<file path="src/core/tocu_map.vh">
// Register offsets, field positions, reset values and mode codes of the timer output compare unit.
// Included by every design file; holds definitions only.
`ifndef TOCU_MAP_VH
`define TOCU_MAP_VH

// APB byte offsets (12-bit address window)
`define TOCU_OFF_CTRL 12'h000
`define TOCU_OFF_COUNT 12'h004
`define TOCU_OFF_CMPA 12'h008
`define TOCU_OFF_CMPB 12'h00c
`define TOCU_OFF_FLAGS 12'h010
`define TOCU_OFF_IRQEN 12'h014
`define TOCU_OFF_FORCE 12'h018
`define TOCU_OFF_PORT 12'h01c
`define TOCU_OFF_STATE 12'h020

// Control register fields
`define TOCU_CTRL_WGM 2:0
`define TOCU_CTRL_ACTA 5:4
`define TOCU_CTRL_ACTB 7:6
`define TOCU_CTRL_CS 10:8
`define TOCU_CTRL_RST 11'h000

// Flag and interrupt enable bit positions
`define TOCU_BIT_OVF 0
`define TOCU_BIT_A 1
`define TOCU_BIT_B 2

// Port register fields: general outputs and pin directions
`define TOCU_PORT_OUT 1:0
`define TOCU_PORT_DIR 3:2
`define TOCU_PORT_RST 4'h0

// Waveform mode codes
`define TOCU_WGM_NORMAL 3'h0
`define TOCU_WGM_PC_MAX 3'h1
`define TOCU_WGM_CTC 3'h2
`define TOCU_WGM_FAST_MAX 3'h3
`define TOCU_WGM_PC_CMPA 3'h5
`define TOCU_WGM_FAST_CMPA 3'h7

// Mode classes seen by the channel logic
`define TOCU_CLS_NONPWM 2'h0
`define TOCU_CLS_FAST 2'h1
`define TOCU_CLS_PC 2'h2

// Output actions
`define TOCU_ACT_NONE 2'h0
`define TOCU_ACT_TOGGLE 2'h1
`define TOCU_ACT_CLEAR 2'h2
`define TOCU_ACT_SET 2'h3

// Counter extremes and reset values
`define TOCU_CNT_MAX 8'hff
`define TOCU_CNT_BOTTOM 8'h00
`define TOCU_CNT_ONE 8'h01
`define TOCU_BYTE_RST 8'h00
`define TOCU_CS_STOP 3'h0

`endif

</file>
<file path="src/core/tocu_top.v">
// Two-channel output compare unit with its 8-bit counter and an APB register slave.
// Assumes timer_tick is a one-cycle prescaler pulse on clk and the irq acks are clk-domain pulses.
//
// The address map and register access over APB were left to the implementer.
`timescale 1ns/1ps
`include "tocu_map.vh"

// Behaviour
// - Each channel compares counter to its value; flag sets on the matching tick.
// - Interrupt request is raised while a flag and its enable are both set.
// - Executing a channel interrupt clears that channel's compare flag.
// - Writing one to a flag bit clears it; writing zero leaves it.
// - Compare values are double buffered in PWM modes, direct otherwise.
// - Buffered values move to active registers only at top or bottom.
// - Software access reaches the buffer when buffered, else the active value.
// - Force strobe in non-PWM modes acts on output only, no flag, no clear.
// - A counter write blocks compare matches on the next timer tick.
// - Output state keeps its value across waveform mode changes.
// - Output action is unbuffered and governs the next match at once.
// - Reset clears each channel's output state to zero.
// - Nonzero action replaces the general port output; direction stays with port.
// - Output state reaches the pin only while direction selects output.
// - Action zero leaves the output state unchanged at matches.
// - Counting depends on waveform mode only, never on output actions.
// - Non-PWM actions set, clear or toggle; PWM actions pick polarity.
// - Normal mode counts up only, never cleared by match, wraps to zero.
// - Normal mode sets overflow as counter becomes zero; counting never clears it.
// - Counter accepts a software write at any time in normal mode.
// - Mode 2 clears on match with channel A value as top.
// - Modes 3 and 7 are fast PWM, top max or channel A value.
// - Modes 1 and 5 are phase correct PWM, top max or channel A value.
// - Clock source zero stops the timer; software write beats count and clear.
module tocu_top #(
	parameter ADDR_W = 12
) (
	input wire clk,
	input wire resetn,
	input wire psel,
	input wire penable,
	input wire pwrite,
	input wire [ADDR_W-1:0] paddr,
	input wire [31:0] pwdata,
	output wire [31:0] prdata,
	output wire pready,
	output wire pslverr,
	input wire timer_tick,
	input wire irq_ack_ovf,
	input wire irq_ack_a,
	input wire irq_ack_b,
	output wire irq_ovf,
	output wire irq_a,
	output wire irq_b,
	output wire pin_out_a,
	output wire pin_oe_a,
	output wire pin_out_b,
	output wire pin_oe_b
);

	// Registers
	reg [10:0] ctrl_ff;
	reg [7:0] timer_count_value_ff;
	reg count_up_ff;
	reg block_ff;
	reg [7:0] compare_value_a_ff;
	reg [7:0] compare_value_b_ff;
	reg [7:0] buf_a_ff;
	reg [7:0] buf_b_ff;
	reg overflow_flag_ff;
	reg compare_flag_a_ff;
	reg compare_flag_b_ff;
	reg [2:0] irq_en_ff;
	reg [3:0] port_ff;
	reg [31:0] prdata_ff;

	// Next values
	reg [7:0] nxt_count;
	reg nxt_count_up;
	reg nxt_ovf_event;
	reg [31:0] nxt_rdata;
	reg addr_ok;

	wire [2:0] waveform_mode_select;
	wire [1:0] output_action_select_a;
	wire [1:0] output_action_select_b;
	wire [2:0] clock_source_select;
	wire is_fast;
	wire is_pc;
	wire buffered;
	wire top_is_cmpa;
	wire [7:0] top_val;
	wire [1:0] mode_class;
	wire tick;
	wire at_top;
	wire wrap_fast;
	wire load_buf;
	wire setup;
	wire wr_acc;
	wire wr_ctrl;
	wire wr_count;
	wire wr_cmpa;
	wire wr_cmpb;
	wire wr_flags;
	wire wr_irqen;
	wire wr_force;
	wire wr_port;
	wire [1:0] match;
	wire [1:0] force_match;
	wire [1:0] oc_state;
	wire [1:0] act_nz;
	wire [1:0] act_vec [0:1];
	wire [7:0] cmp_vec [0:1];

	assign waveform_mode_select = ctrl_ff[`TOCU_CTRL_WGM];
	assign output_action_select_a = ctrl_ff[`TOCU_CTRL_ACTA];
	assign output_action_select_b = ctrl_ff[`TOCU_CTRL_ACTB];
	assign clock_source_select = ctrl_ff[`TOCU_CTRL_CS];

	// Mode decode uses waveform mode bits only
	assign is_fast = (waveform_mode_select == `TOCU_WGM_FAST_MAX) ||
		(waveform_mode_select == `TOCU_WGM_FAST_CMPA);
	assign is_pc = (waveform_mode_select == `TOCU_WGM_PC_MAX) ||
		(waveform_mode_select == `TOCU_WGM_PC_CMPA);
	assign buffered = is_fast || is_pc;
	assign top_is_cmpa = (waveform_mode_select == `TOCU_WGM_CTC) ||
		(waveform_mode_select == `TOCU_WGM_PC_CMPA) ||
		(waveform_mode_select == `TOCU_WGM_FAST_CMPA);
	assign top_val = top_is_cmpa ? compare_value_a_ff : `TOCU_CNT_MAX;
	assign mode_class = is_fast ? `TOCU_CLS_FAST : (is_pc ? `TOCU_CLS_PC : `TOCU_CLS_NONPWM);

	// Timer runs only with a clock source selected
	assign tick = timer_tick && (clock_source_select != `TOCU_CS_STOP);
	assign at_top = (timer_count_value_ff == top_val);
	assign wrap_fast = tick && is_fast && at_top;
	// Fast PWM loads at bottom, phase correct at top
	assign load_buf = tick && at_top && (is_fast || (is_pc && count_up_ff));

	// APB decode
	assign setup = psel && !penable;
	assign wr_acc = psel && penable && pwrite;
	assign wr_ctrl = wr_acc && (paddr == `TOCU_OFF_CTRL);
	assign wr_count = wr_acc && (paddr == `TOCU_OFF_COUNT);
	assign wr_cmpa = wr_acc && (paddr == `TOCU_OFF_CMPA);
	assign wr_cmpb = wr_acc && (paddr == `TOCU_OFF_CMPB);
	assign wr_flags = wr_acc && (paddr == `TOCU_OFF_FLAGS);
	assign wr_irqen = wr_acc && (paddr == `TOCU_OFF_IRQEN);
	assign wr_force = wr_acc && (paddr == `TOCU_OFF_FORCE);
	assign wr_port = wr_acc && (paddr == `TOCU_OFF_PORT);

	always @* begin
		addr_ok = 1'b1;
		nxt_rdata = 32'h0000_0000;
		case (paddr)
		`TOCU_OFF_CTRL: nxt_rdata[10:0] = ctrl_ff;
		`TOCU_OFF_COUNT: nxt_rdata[7:0] = timer_count_value_ff;
		`TOCU_OFF_CMPA: nxt_rdata[7:0] = buffered ? buf_a_ff : compare_value_a_ff;
		`TOCU_OFF_CMPB: nxt_rdata[7:0] = buffered ? buf_b_ff : compare_value_b_ff;
		`TOCU_OFF_FLAGS: nxt_rdata[2:0] = {compare_flag_b_ff, compare_flag_a_ff,
			overflow_flag_ff};
		`TOCU_OFF_IRQEN: nxt_rdata[2:0] = irq_en_ff;
		`TOCU_OFF_FORCE: nxt_rdata = 32'h0000_0000;
		`TOCU_OFF_PORT: nxt_rdata[3:0] = port_ff;
		`TOCU_OFF_STATE: nxt_rdata[2:0] = {count_up_ff, oc_state};
		default: addr_ok = 1'b0;
		endcase
	end

	// Zero wait states; read data captured in the setup cycle
	assign pready = 1'b1;
	assign pslverr = psel && penable && !addr_ok;
	assign prdata = prdata_ff;

	always @(posedge clk) begin
		if (!resetn) begin
			prdata_ff <= 32'h0000_0000;
		end else if (setup) begin
			prdata_ff <= nxt_rdata;
		end
	end

	// Counter sequence
	always @* begin
		nxt_count = timer_count_value_ff;
		nxt_count_up = count_up_ff;
		nxt_ovf_event = 1'b0;
		if (tick) begin
			if (is_pc) begin
				if (count_up_ff) begin
					if (at_top) begin
						nxt_count_up = 1'b0;
						nxt_count = timer_count_value_ff - `TOCU_CNT_ONE;
					end else begin
						nxt_count = timer_count_value_ff + `TOCU_CNT_ONE;
					end
				end else if (timer_count_value_ff == `TOCU_CNT_BOTTOM) begin
					nxt_count_up = 1'b1;
					nxt_count = timer_count_value_ff + `TOCU_CNT_ONE;
					nxt_ovf_event = 1'b1;
				end else begin
					nxt_count = timer_count_value_ff - `TOCU_CNT_ONE;
				end
			end else if (is_fast) begin
				nxt_count_up = 1'b1;
				if (at_top) begin
					nxt_count = `TOCU_CNT_BOTTOM;
					nxt_ovf_event = 1'b1;
				end else begin
					nxt_count = timer_count_value_ff + `TOCU_CNT_ONE;
				end
			end else begin
				nxt_count_up = 1'b1;
				if (waveform_mode_select == `TOCU_WGM_CTC && at_top) begin
					nxt_count = `TOCU_CNT_BOTTOM;
				end else begin
					nxt_count = timer_count_value_ff + `TOCU_CNT_ONE;
				end
				if (timer_count_value_ff == `TOCU_CNT_MAX) begin
					nxt_ovf_event = 1'b1;
				end
			end
		end
		if (wr_count) begin
			nxt_count = pwdata[7:0];
		end
	end

	always @(posedge clk) begin
		if (!resetn) begin
			timer_count_value_ff <= `TOCU_CNT_BOTTOM;
			count_up_ff <= 1'b1;
			block_ff <= 1'b0;
		end else begin
			timer_count_value_ff <= nxt_count;
			count_up_ff <= nxt_count_up;
			// Block lasts until the next timer tick while a clock source is selected
			if (wr_count) begin
				block_ff <= 1'b1;
			end else if (tick) begin
				block_ff <= 1'b0;
			end
		end
	end

	// Compare values: buffer or active register per mode
	always @(posedge clk) begin
		if (!resetn) begin
			compare_value_a_ff <= `TOCU_BYTE_RST;
			compare_value_b_ff <= `TOCU_BYTE_RST;
			buf_a_ff <= `TOCU_BYTE_RST;
			buf_b_ff <= `TOCU_BYTE_RST;
		end else begin
			if (wr_cmpa && buffered) begin
				buf_a_ff <= pwdata[7:0];
			end
			if (wr_cmpb && buffered) begin
				buf_b_ff <= pwdata[7:0];
			end
			if (wr_cmpa && !buffered) begin
				compare_value_a_ff <= pwdata[7:0];
			end else if (buffered && load_buf) begin
				compare_value_a_ff <= buf_a_ff;
			end
			if (wr_cmpb && !buffered) begin
				compare_value_b_ff <= pwdata[7:0];
			end else if (buffered && load_buf) begin
				compare_value_b_ff <= buf_b_ff;
			end
		end
	end

	// Control, enables and port registers
	always @(posedge clk) begin
		if (!resetn) begin
			ctrl_ff <= `TOCU_CTRL_RST;
			irq_en_ff <= 3'h0;
			port_ff <= `TOCU_PORT_RST;
		end else begin
			if (wr_ctrl) begin
				ctrl_ff <= pwdata[10:0];
			end
			if (wr_irqen) begin
				irq_en_ff <= pwdata[2:0];
			end
			if (wr_port) begin
				port_ff <= pwdata[3:0];
			end
		end
	end

	// Flags: a hardware set in the same cycle as a clear wins
	always @(posedge clk) begin
		if (!resetn) begin
			overflow_flag_ff <= 1'b0;
			compare_flag_a_ff <= 1'b0;
			compare_flag_b_ff <= 1'b0;
		end else begin
			if (nxt_ovf_event) begin
				overflow_flag_ff <= 1'b1;
			end else if (irq_ack_ovf || (wr_flags && pwdata[`TOCU_BIT_OVF])) begin
				overflow_flag_ff <= 1'b0;
			end
			if (match[0]) begin
				compare_flag_a_ff <= 1'b1;
			end else if (irq_ack_a || (wr_flags && pwdata[`TOCU_BIT_A])) begin
				compare_flag_a_ff <= 1'b0;
			end
			if (match[1]) begin
				compare_flag_b_ff <= 1'b1;
			end else if (irq_ack_b || (wr_flags && pwdata[`TOCU_BIT_B])) begin
				compare_flag_b_ff <= 1'b0;
			end
		end
	end

	assign irq_ovf = overflow_flag_ff && irq_en_ff[`TOCU_BIT_OVF];
	assign irq_a = compare_flag_a_ff && irq_en_ff[`TOCU_BIT_A];
	assign irq_b = compare_flag_b_ff && irq_en_ff[`TOCU_BIT_B];

	assign act_vec[0] = output_action_select_a;
	assign act_vec[1] = output_action_select_b;
	assign cmp_vec[0] = compare_value_a_ff;
	assign cmp_vec[1] = compare_value_b_ff;

	// Per-channel compare, force and output state
	genvar ch;
	generate
		for (ch = 0; ch < 2; ch = ch + 1) begin : g_ch
			assign match[ch] = tick && !block_ff &&
				(timer_count_value_ff == cmp_vec[ch]);
			assign force_match[ch] = wr_force && pwdata[ch] && !buffered;
			assign act_nz[ch] = (act_vec[ch] != `TOCU_ACT_NONE);

			tocu_chan #(
				.CAN_TOGGLE((ch == 0) ? 1 : 0)
			) u_chan (
				.clk(clk),
				.resetn(resetn),
				.mode_class(mode_class),
				.top_is_cmpa(top_is_cmpa),
				.action(act_vec[ch]),
				.match(match[ch]),
				.force_match(force_match[ch]),
				.wrap(wrap_fast),
				.count_up(count_up_ff),
				.state(oc_state[ch])
			);
		end
	endgenerate

	// Pin override and direction
	assign pin_out_a = act_nz[0] ? oc_state[0] : port_ff[0];
	assign pin_out_b = act_nz[1] ? oc_state[1] : port_ff[1];
	assign pin_oe_a = port_ff[2];
	assign pin_oe_b = port_ff[3];

endmodule

</file>
<file path="src/core/tocu_chan.v">
// One compare channel's output state register and waveform action logic.
// Assumes match and wrap are single-cycle events on the timer tick, and force is a single-cycle APB write strobe.
`timescale 1ns/1ps
`include "tocu_map.vh"

module tocu_chan #(
	parameter CAN_TOGGLE = 1
) (
	input wire clk,
	input wire resetn,
	input wire [1:0] mode_class,
	input wire top_is_cmpa,
	input wire [1:0] action,
	input wire match,
	input wire force_match,
	input wire wrap,
	input wire count_up,
	output wire state
);

	reg state_ff;
	reg nxt_state;
	wire tog_ok;

	// Toggle in PWM classes only for the channel that may set top
	assign tog_ok = (CAN_TOGGLE != 0) && top_is_cmpa;

	always @* begin
		nxt_state = state_ff;
		case (mode_class)
		`TOCU_CLS_NONPWM: begin
			if (match || force_match) begin
				case (action)
				`TOCU_ACT_TOGGLE: nxt_state = ~state_ff;
				`TOCU_ACT_CLEAR: nxt_state = 1'b0;
				`TOCU_ACT_SET: nxt_state = 1'b1;
				default: nxt_state = state_ff;
				endcase
			end
		end
		`TOCU_CLS_FAST: begin
			if (match) begin
				case (action)
				`TOCU_ACT_TOGGLE: nxt_state = tog_ok ? ~state_ff : state_ff;
				`TOCU_ACT_CLEAR: nxt_state = 1'b0;
				`TOCU_ACT_SET: nxt_state = 1'b1;
				default: nxt_state = state_ff;
				endcase
			end
			// Bottom wins so a compare at top gives a steady level
			if (wrap) begin
				case (action)
				`TOCU_ACT_CLEAR: nxt_state = 1'b1;
				`TOCU_ACT_SET: nxt_state = 1'b0;
				default: nxt_state = nxt_state;
				endcase
			end
		end
		`TOCU_CLS_PC: begin
			if (match) begin
				case (action)
				`TOCU_ACT_TOGGLE: nxt_state = tog_ok ? ~state_ff : state_ff;
				`TOCU_ACT_CLEAR: nxt_state = ~count_up;
				`TOCU_ACT_SET: nxt_state = count_up;
				default: nxt_state = state_ff;
				endcase
			end
		end
		default: nxt_state = state_ff;
		endcase
	end

	always @(posedge clk) begin
		if (!resetn) begin
			state_ff <= 1'b0;
		end else begin
			state_ff <= nxt_state;
		end
	end

	assign state = state_ff;

endmodule

</file>
<file path="config.mk">
export PLATFORM = sky130hd
export DESIGN_NAME = tocu_top
export DESIGN_NICKNAME = d
export VERILOG_FILES = /design/src/core/tocu_top.v /design/src/core/tocu_chan.v
export VERILOG_INCLUDE_DIRS = /design/src /design/src/core
export SDC_FILE = /design/constraint.sdc
export NUM_CORES = 1
export LEC_CHECK = 0
export BUFFER_PORTS_ARGS = -buffer_cell sky130_fd_sc_hd__buf_2
export CORE_MARGIN = 10
export CORE_UTILIZATION = 56
export CTS_CLUSTER_SIZE = 25
export DETAILED_ROUTE_END_ITERATION = 12
export GPL_TIMING_DRIVEN = 0
export HOLD_SLACK_MARGIN = 0.06
export PLACE_DENSITY_LB_ADDON = 0.05
export SLEW_MARGIN = 20
export SYNTH_ARGS = -nofsm -noshare
export SYNTH_HDL_FRONTEND = slang
export SYNTH_HIERARCHICAL = 1
export SYNTH_SLANG_ARGS = --single-unit
</file>
<file path="constraint.sdc">
create_clock -name clk -period 4.6 [get_ports clk]
set_input_delay 0.92 -clock clk [delete_from_list [all_inputs] [get_ports clk]]
set_output_delay 0.92 -clock clk [all_outputs]
set_load 0.03 [all_outputs]
</file>
==> run metrics <==
Primary FF master, synth=dfxtp_1; initial antenna violation count=0; FF-to-FF setup slack=1.61 ns; clock root buffer=clkbuf_8; critical path cell sequence=buf_2 -> nor4_1 -> nand2_1 -> nor3b_1 -> nand2_1 -> clkbuf_1 -> nor3_1 -> and2_1 -> or4b_4 -> and3_1 -> o221a_1; post-synth cell types=69; Leak=2.224 nW; Clock Latency Late Sink=0.38 ns; chip width=114.5 µm; YS warnings=6; Slew HR=33.36%; slowest stage delay, CP=0.57 ns; setup bufs post-CTS=0; n_diodes=0; Resize count post-CTS=0; Nets=743; CTS Buf Count=9; Mapped Cells=601; Reg-to-Reg Start=timer_count_value_ff[0]; Sum Neg Setup Slack=0 ns; HP Start=prdata[10]; Worst Path Buf+Inv=2; Startpoint Class=input port; Worst EP required=4.86 ns; CP delay by family, top=simple AND/OR/NAND/NOR gates; initial DRC count=505; area delta synth->final=13.54%; FP Rows=34; final setup fails=0; WL final=16.20 mm; peak supply drop=0.0001577 V; Worst Path Arrival=4.32 ns; routed len/inst=20.45 µm; Vias/cell=6.134; FF-to-FF End=compare_value_b_ff[6]; number of filler cells placed in the layout=786; post-route minimum period=4.064 ns; Setup Skew=0.01606 ns; Yosys reg bits=76; first-pass GRT wire length=25.21 mm; pin count of the biggest net entering global routing=16; clk sink count=76; worst slew pin tran=0.9920 ns; Die Ht=114.5 µm; CP max-delay cell=nor4_1; DRC=0; Crit Path Class=in2reg; H-tree depth=3; CP Capture Point=g_ch[0].u_chan/state; Post-synth EDFFs=0; synthesized area=5001 µm²; via count=4858; CTS tree=done; HP Class=reg2reg; pwr/cell area=247.0 nW/µm²; CTS hold repair buffers=0; dpl hpwl=11.99 mm; Core Util, Final=65.11%; antenna viol nets, final=0; Placement Setup Slack=0.2510 ns; vias in the first global route=4701; status=complete, no violations; clock transition at the registers of the reported paths=0.09 ns; Final Hold Vio Count=0; MaxCap Viol Count=0; grt ovf=0; Slew Viols, Final=0; cell count along the critical path=11; I/O Pins=94; global placer's final weighted congestion=0.9490; Syn Area/Cell=8.321 µm²; cell mode on critical path=nand2_1; CP max FO=10; crit path launch=paddr[1]; Initial DRT Pass Iterations=5; GRT Util Overall=24.20%; CORE AREA=8721 µm²; Pwr Total=1.403 mW; fin crit share=88.35%; layout cell share with drive strength beyond 1=19.01%; share of the yosys chip area belonging to registers=30.42%; die area=13110 µm²; fmax=0.2461 GHz; R2R depth=9; clk buf depth=2; RSZ-0062 raised after global routing=no; share of synthesized registers carrying an async set or reset=0%; Worst Slack Setup Final=0.5361 ns; initial core utilization=57.35%; Crit. End Element=flip-flop; I/O Buffers=47
==> through the flow <==
stage | instance area (µm²) | std cells | hold slack [ns]
global route | 5678 | 792 | 0.4857
CTS | 5678 | 792 | 0.4619
finish | 5678 | 792 | 0.4586
detailed placement | 5451 | 776 | 0.4473
floorplan | 5076 | 621 | 0.4367
global placement | 5446 | 776 | 0.4418
==> final cells by class <==
class / instances / area [µm²] / share of cell area [%]
clock buffer: 9 / 123.9 / 2.182
buffer: 62 / 352.8 / 6.214
clock inverter: 7 / 102.6 / 1.807
sequential: 76 / 1521 / 26.80
tap: 108 / 135.1 / 2.380
multi-input combinational: 466 / 3143 / 55.35
timing repair buffer: 47 / 235.2 / 4.143
inverter: 17 / 63.81 / 1.124
==> routing by layer <==
metal | vias to the layer above | share of wire [%] | track usage (%)
li1 | 2303 | - | -
met1 | 2296 | 44 | 32.14
met2 | 231 | 45 | 37.41
met3 | 28 | 8.6 | 5.975
met4 | 0 | 2.3 | 7.853
met5 | - | 0 | 0
==> Yosys cell counts, types with 3 or more instances <==
library cell  count  area, µm²
a21oi_1          43      215.2
xor2_1           13      113.9
mux2_2           13      146.4
and2_1            9      56.30
nor3b_1           3      22.52
or4_1             3      22.52
a211oi_1          5      37.54
clkbuf_1         26      97.59
nor2_1           49      183.9
inv_1            15      56.30
a31oi_1           8      50.05
nor4_1           11      68.82
nand2_1          44      165.2
o211a_1           3      30.03
nand3_1          15      75.07
ha_1             11      137.6
a221oi_1         11      96.34
mux2i_1          51      510.5
nor2b_1           7      43.79
o21a_1            3      22.52
o21ai_0          42      210.2
o31ai_1           4      30.03
nand2b_1         15      93.84
a22oi_1           7      52.55
or3_1             3      18.77
dfxtp_1          76       1521
and3_1            7      43.79
o211ai_1          3      22.52
buf_2             6      30.03
buf_4            26      195.2
nand3b_1          4      30.03
nor3_1           12      60.06
==> worst min path at each step <==
stage / end / cells past startpoint
5_1_grt: prdata[9] / 2
4_1_cts: prdata[10] / 2
3_5_place_dp: prdata[10] / 2
2_1_floorplan: block_ff / 2
3_3_place_gp: prdata[10] / 2
6_report: prdata[10] / 2
==> state kept, by name, indices dropped and copies added (netlist names) <==
register and flops:
block_ff 1, buf_a_ff 8, buf_b_ff 8, compare_flag_a_ff 1
compare_flag_b_ff 1, compare_value_a_ff 8, compare_value_b_ff 8, count_up_ff 1
ctrl_ff 11, g_ch.u_chan/state 2, irq_en_ff 3, overflow_flag_ff 1
port_ff 4, prdata 11, timer_count_value_ff 8
==> cells by family after synthesis <==
group	after synthesis	share of synthesized area, %
adder cells (fa/ha/maj)	11	2.752
AO/OA/AOI/OAI	156	21.12
buffers and inverters	79	8.331
other	2	0.1502
flip-flops	76	30.42
multiplexers	64	13.13
AND/OR/NAND/NOR	198	21.47
XOR/XNOR	15	2.627
==> tightest hold or removal path: cells and delay by family, from the launching register on <==
family	cells	cell delay (ns)
flip-flops	1	0.32
AO/OA/AOI/OAI	1	0.05
AND/OR/NAND/NOR	1	0.05
==> layout by cell type (no fill, tap or decap), types with 4 or more instances in the layout <==
cell / synthesis / final
a21oi_1: 43 / 43
clkbuf_1: 26 / 26
buf_2: 6 / 53
dfxtp_1: 76 / 76
mux2_2: 13 / 13
nand3_1: 15 / 15
a211oi_1: 5 / 5
and3_1: 7 / 7
inv_1: 15 / 15
buf_4: 26 / 26
nand3b_1: 4 / 4
and2_1: 9 / 9
nor3_1: 12 / 12
ha_1: 11 / 11
clkbuf_8: 0 / 9
a221oi_1: 11 / 11
a31oi_1: 8 / 8
o21ai_0: 42 / 42
conb_1: 2 / 22
a22oi_1: 7 / 7
nor2b_1: 7 / 7
nand2b_1: 15 / 15
nor4_1: 11 / 11
mux2i_1: 51 / 51
nand2_1: 44 / 44
xor2_1: 13 / 13
nor2_1: 49 / 49
==> power by group <==
group	switching [mW]	internal, mW	leakage (nW)
clock network	0.292	0.314	0.117
logic	0.0927	0.0411	1.49
registers	0.00181	0.661	0.613
No activity file was read; power rests on OpenSTA's default activity.
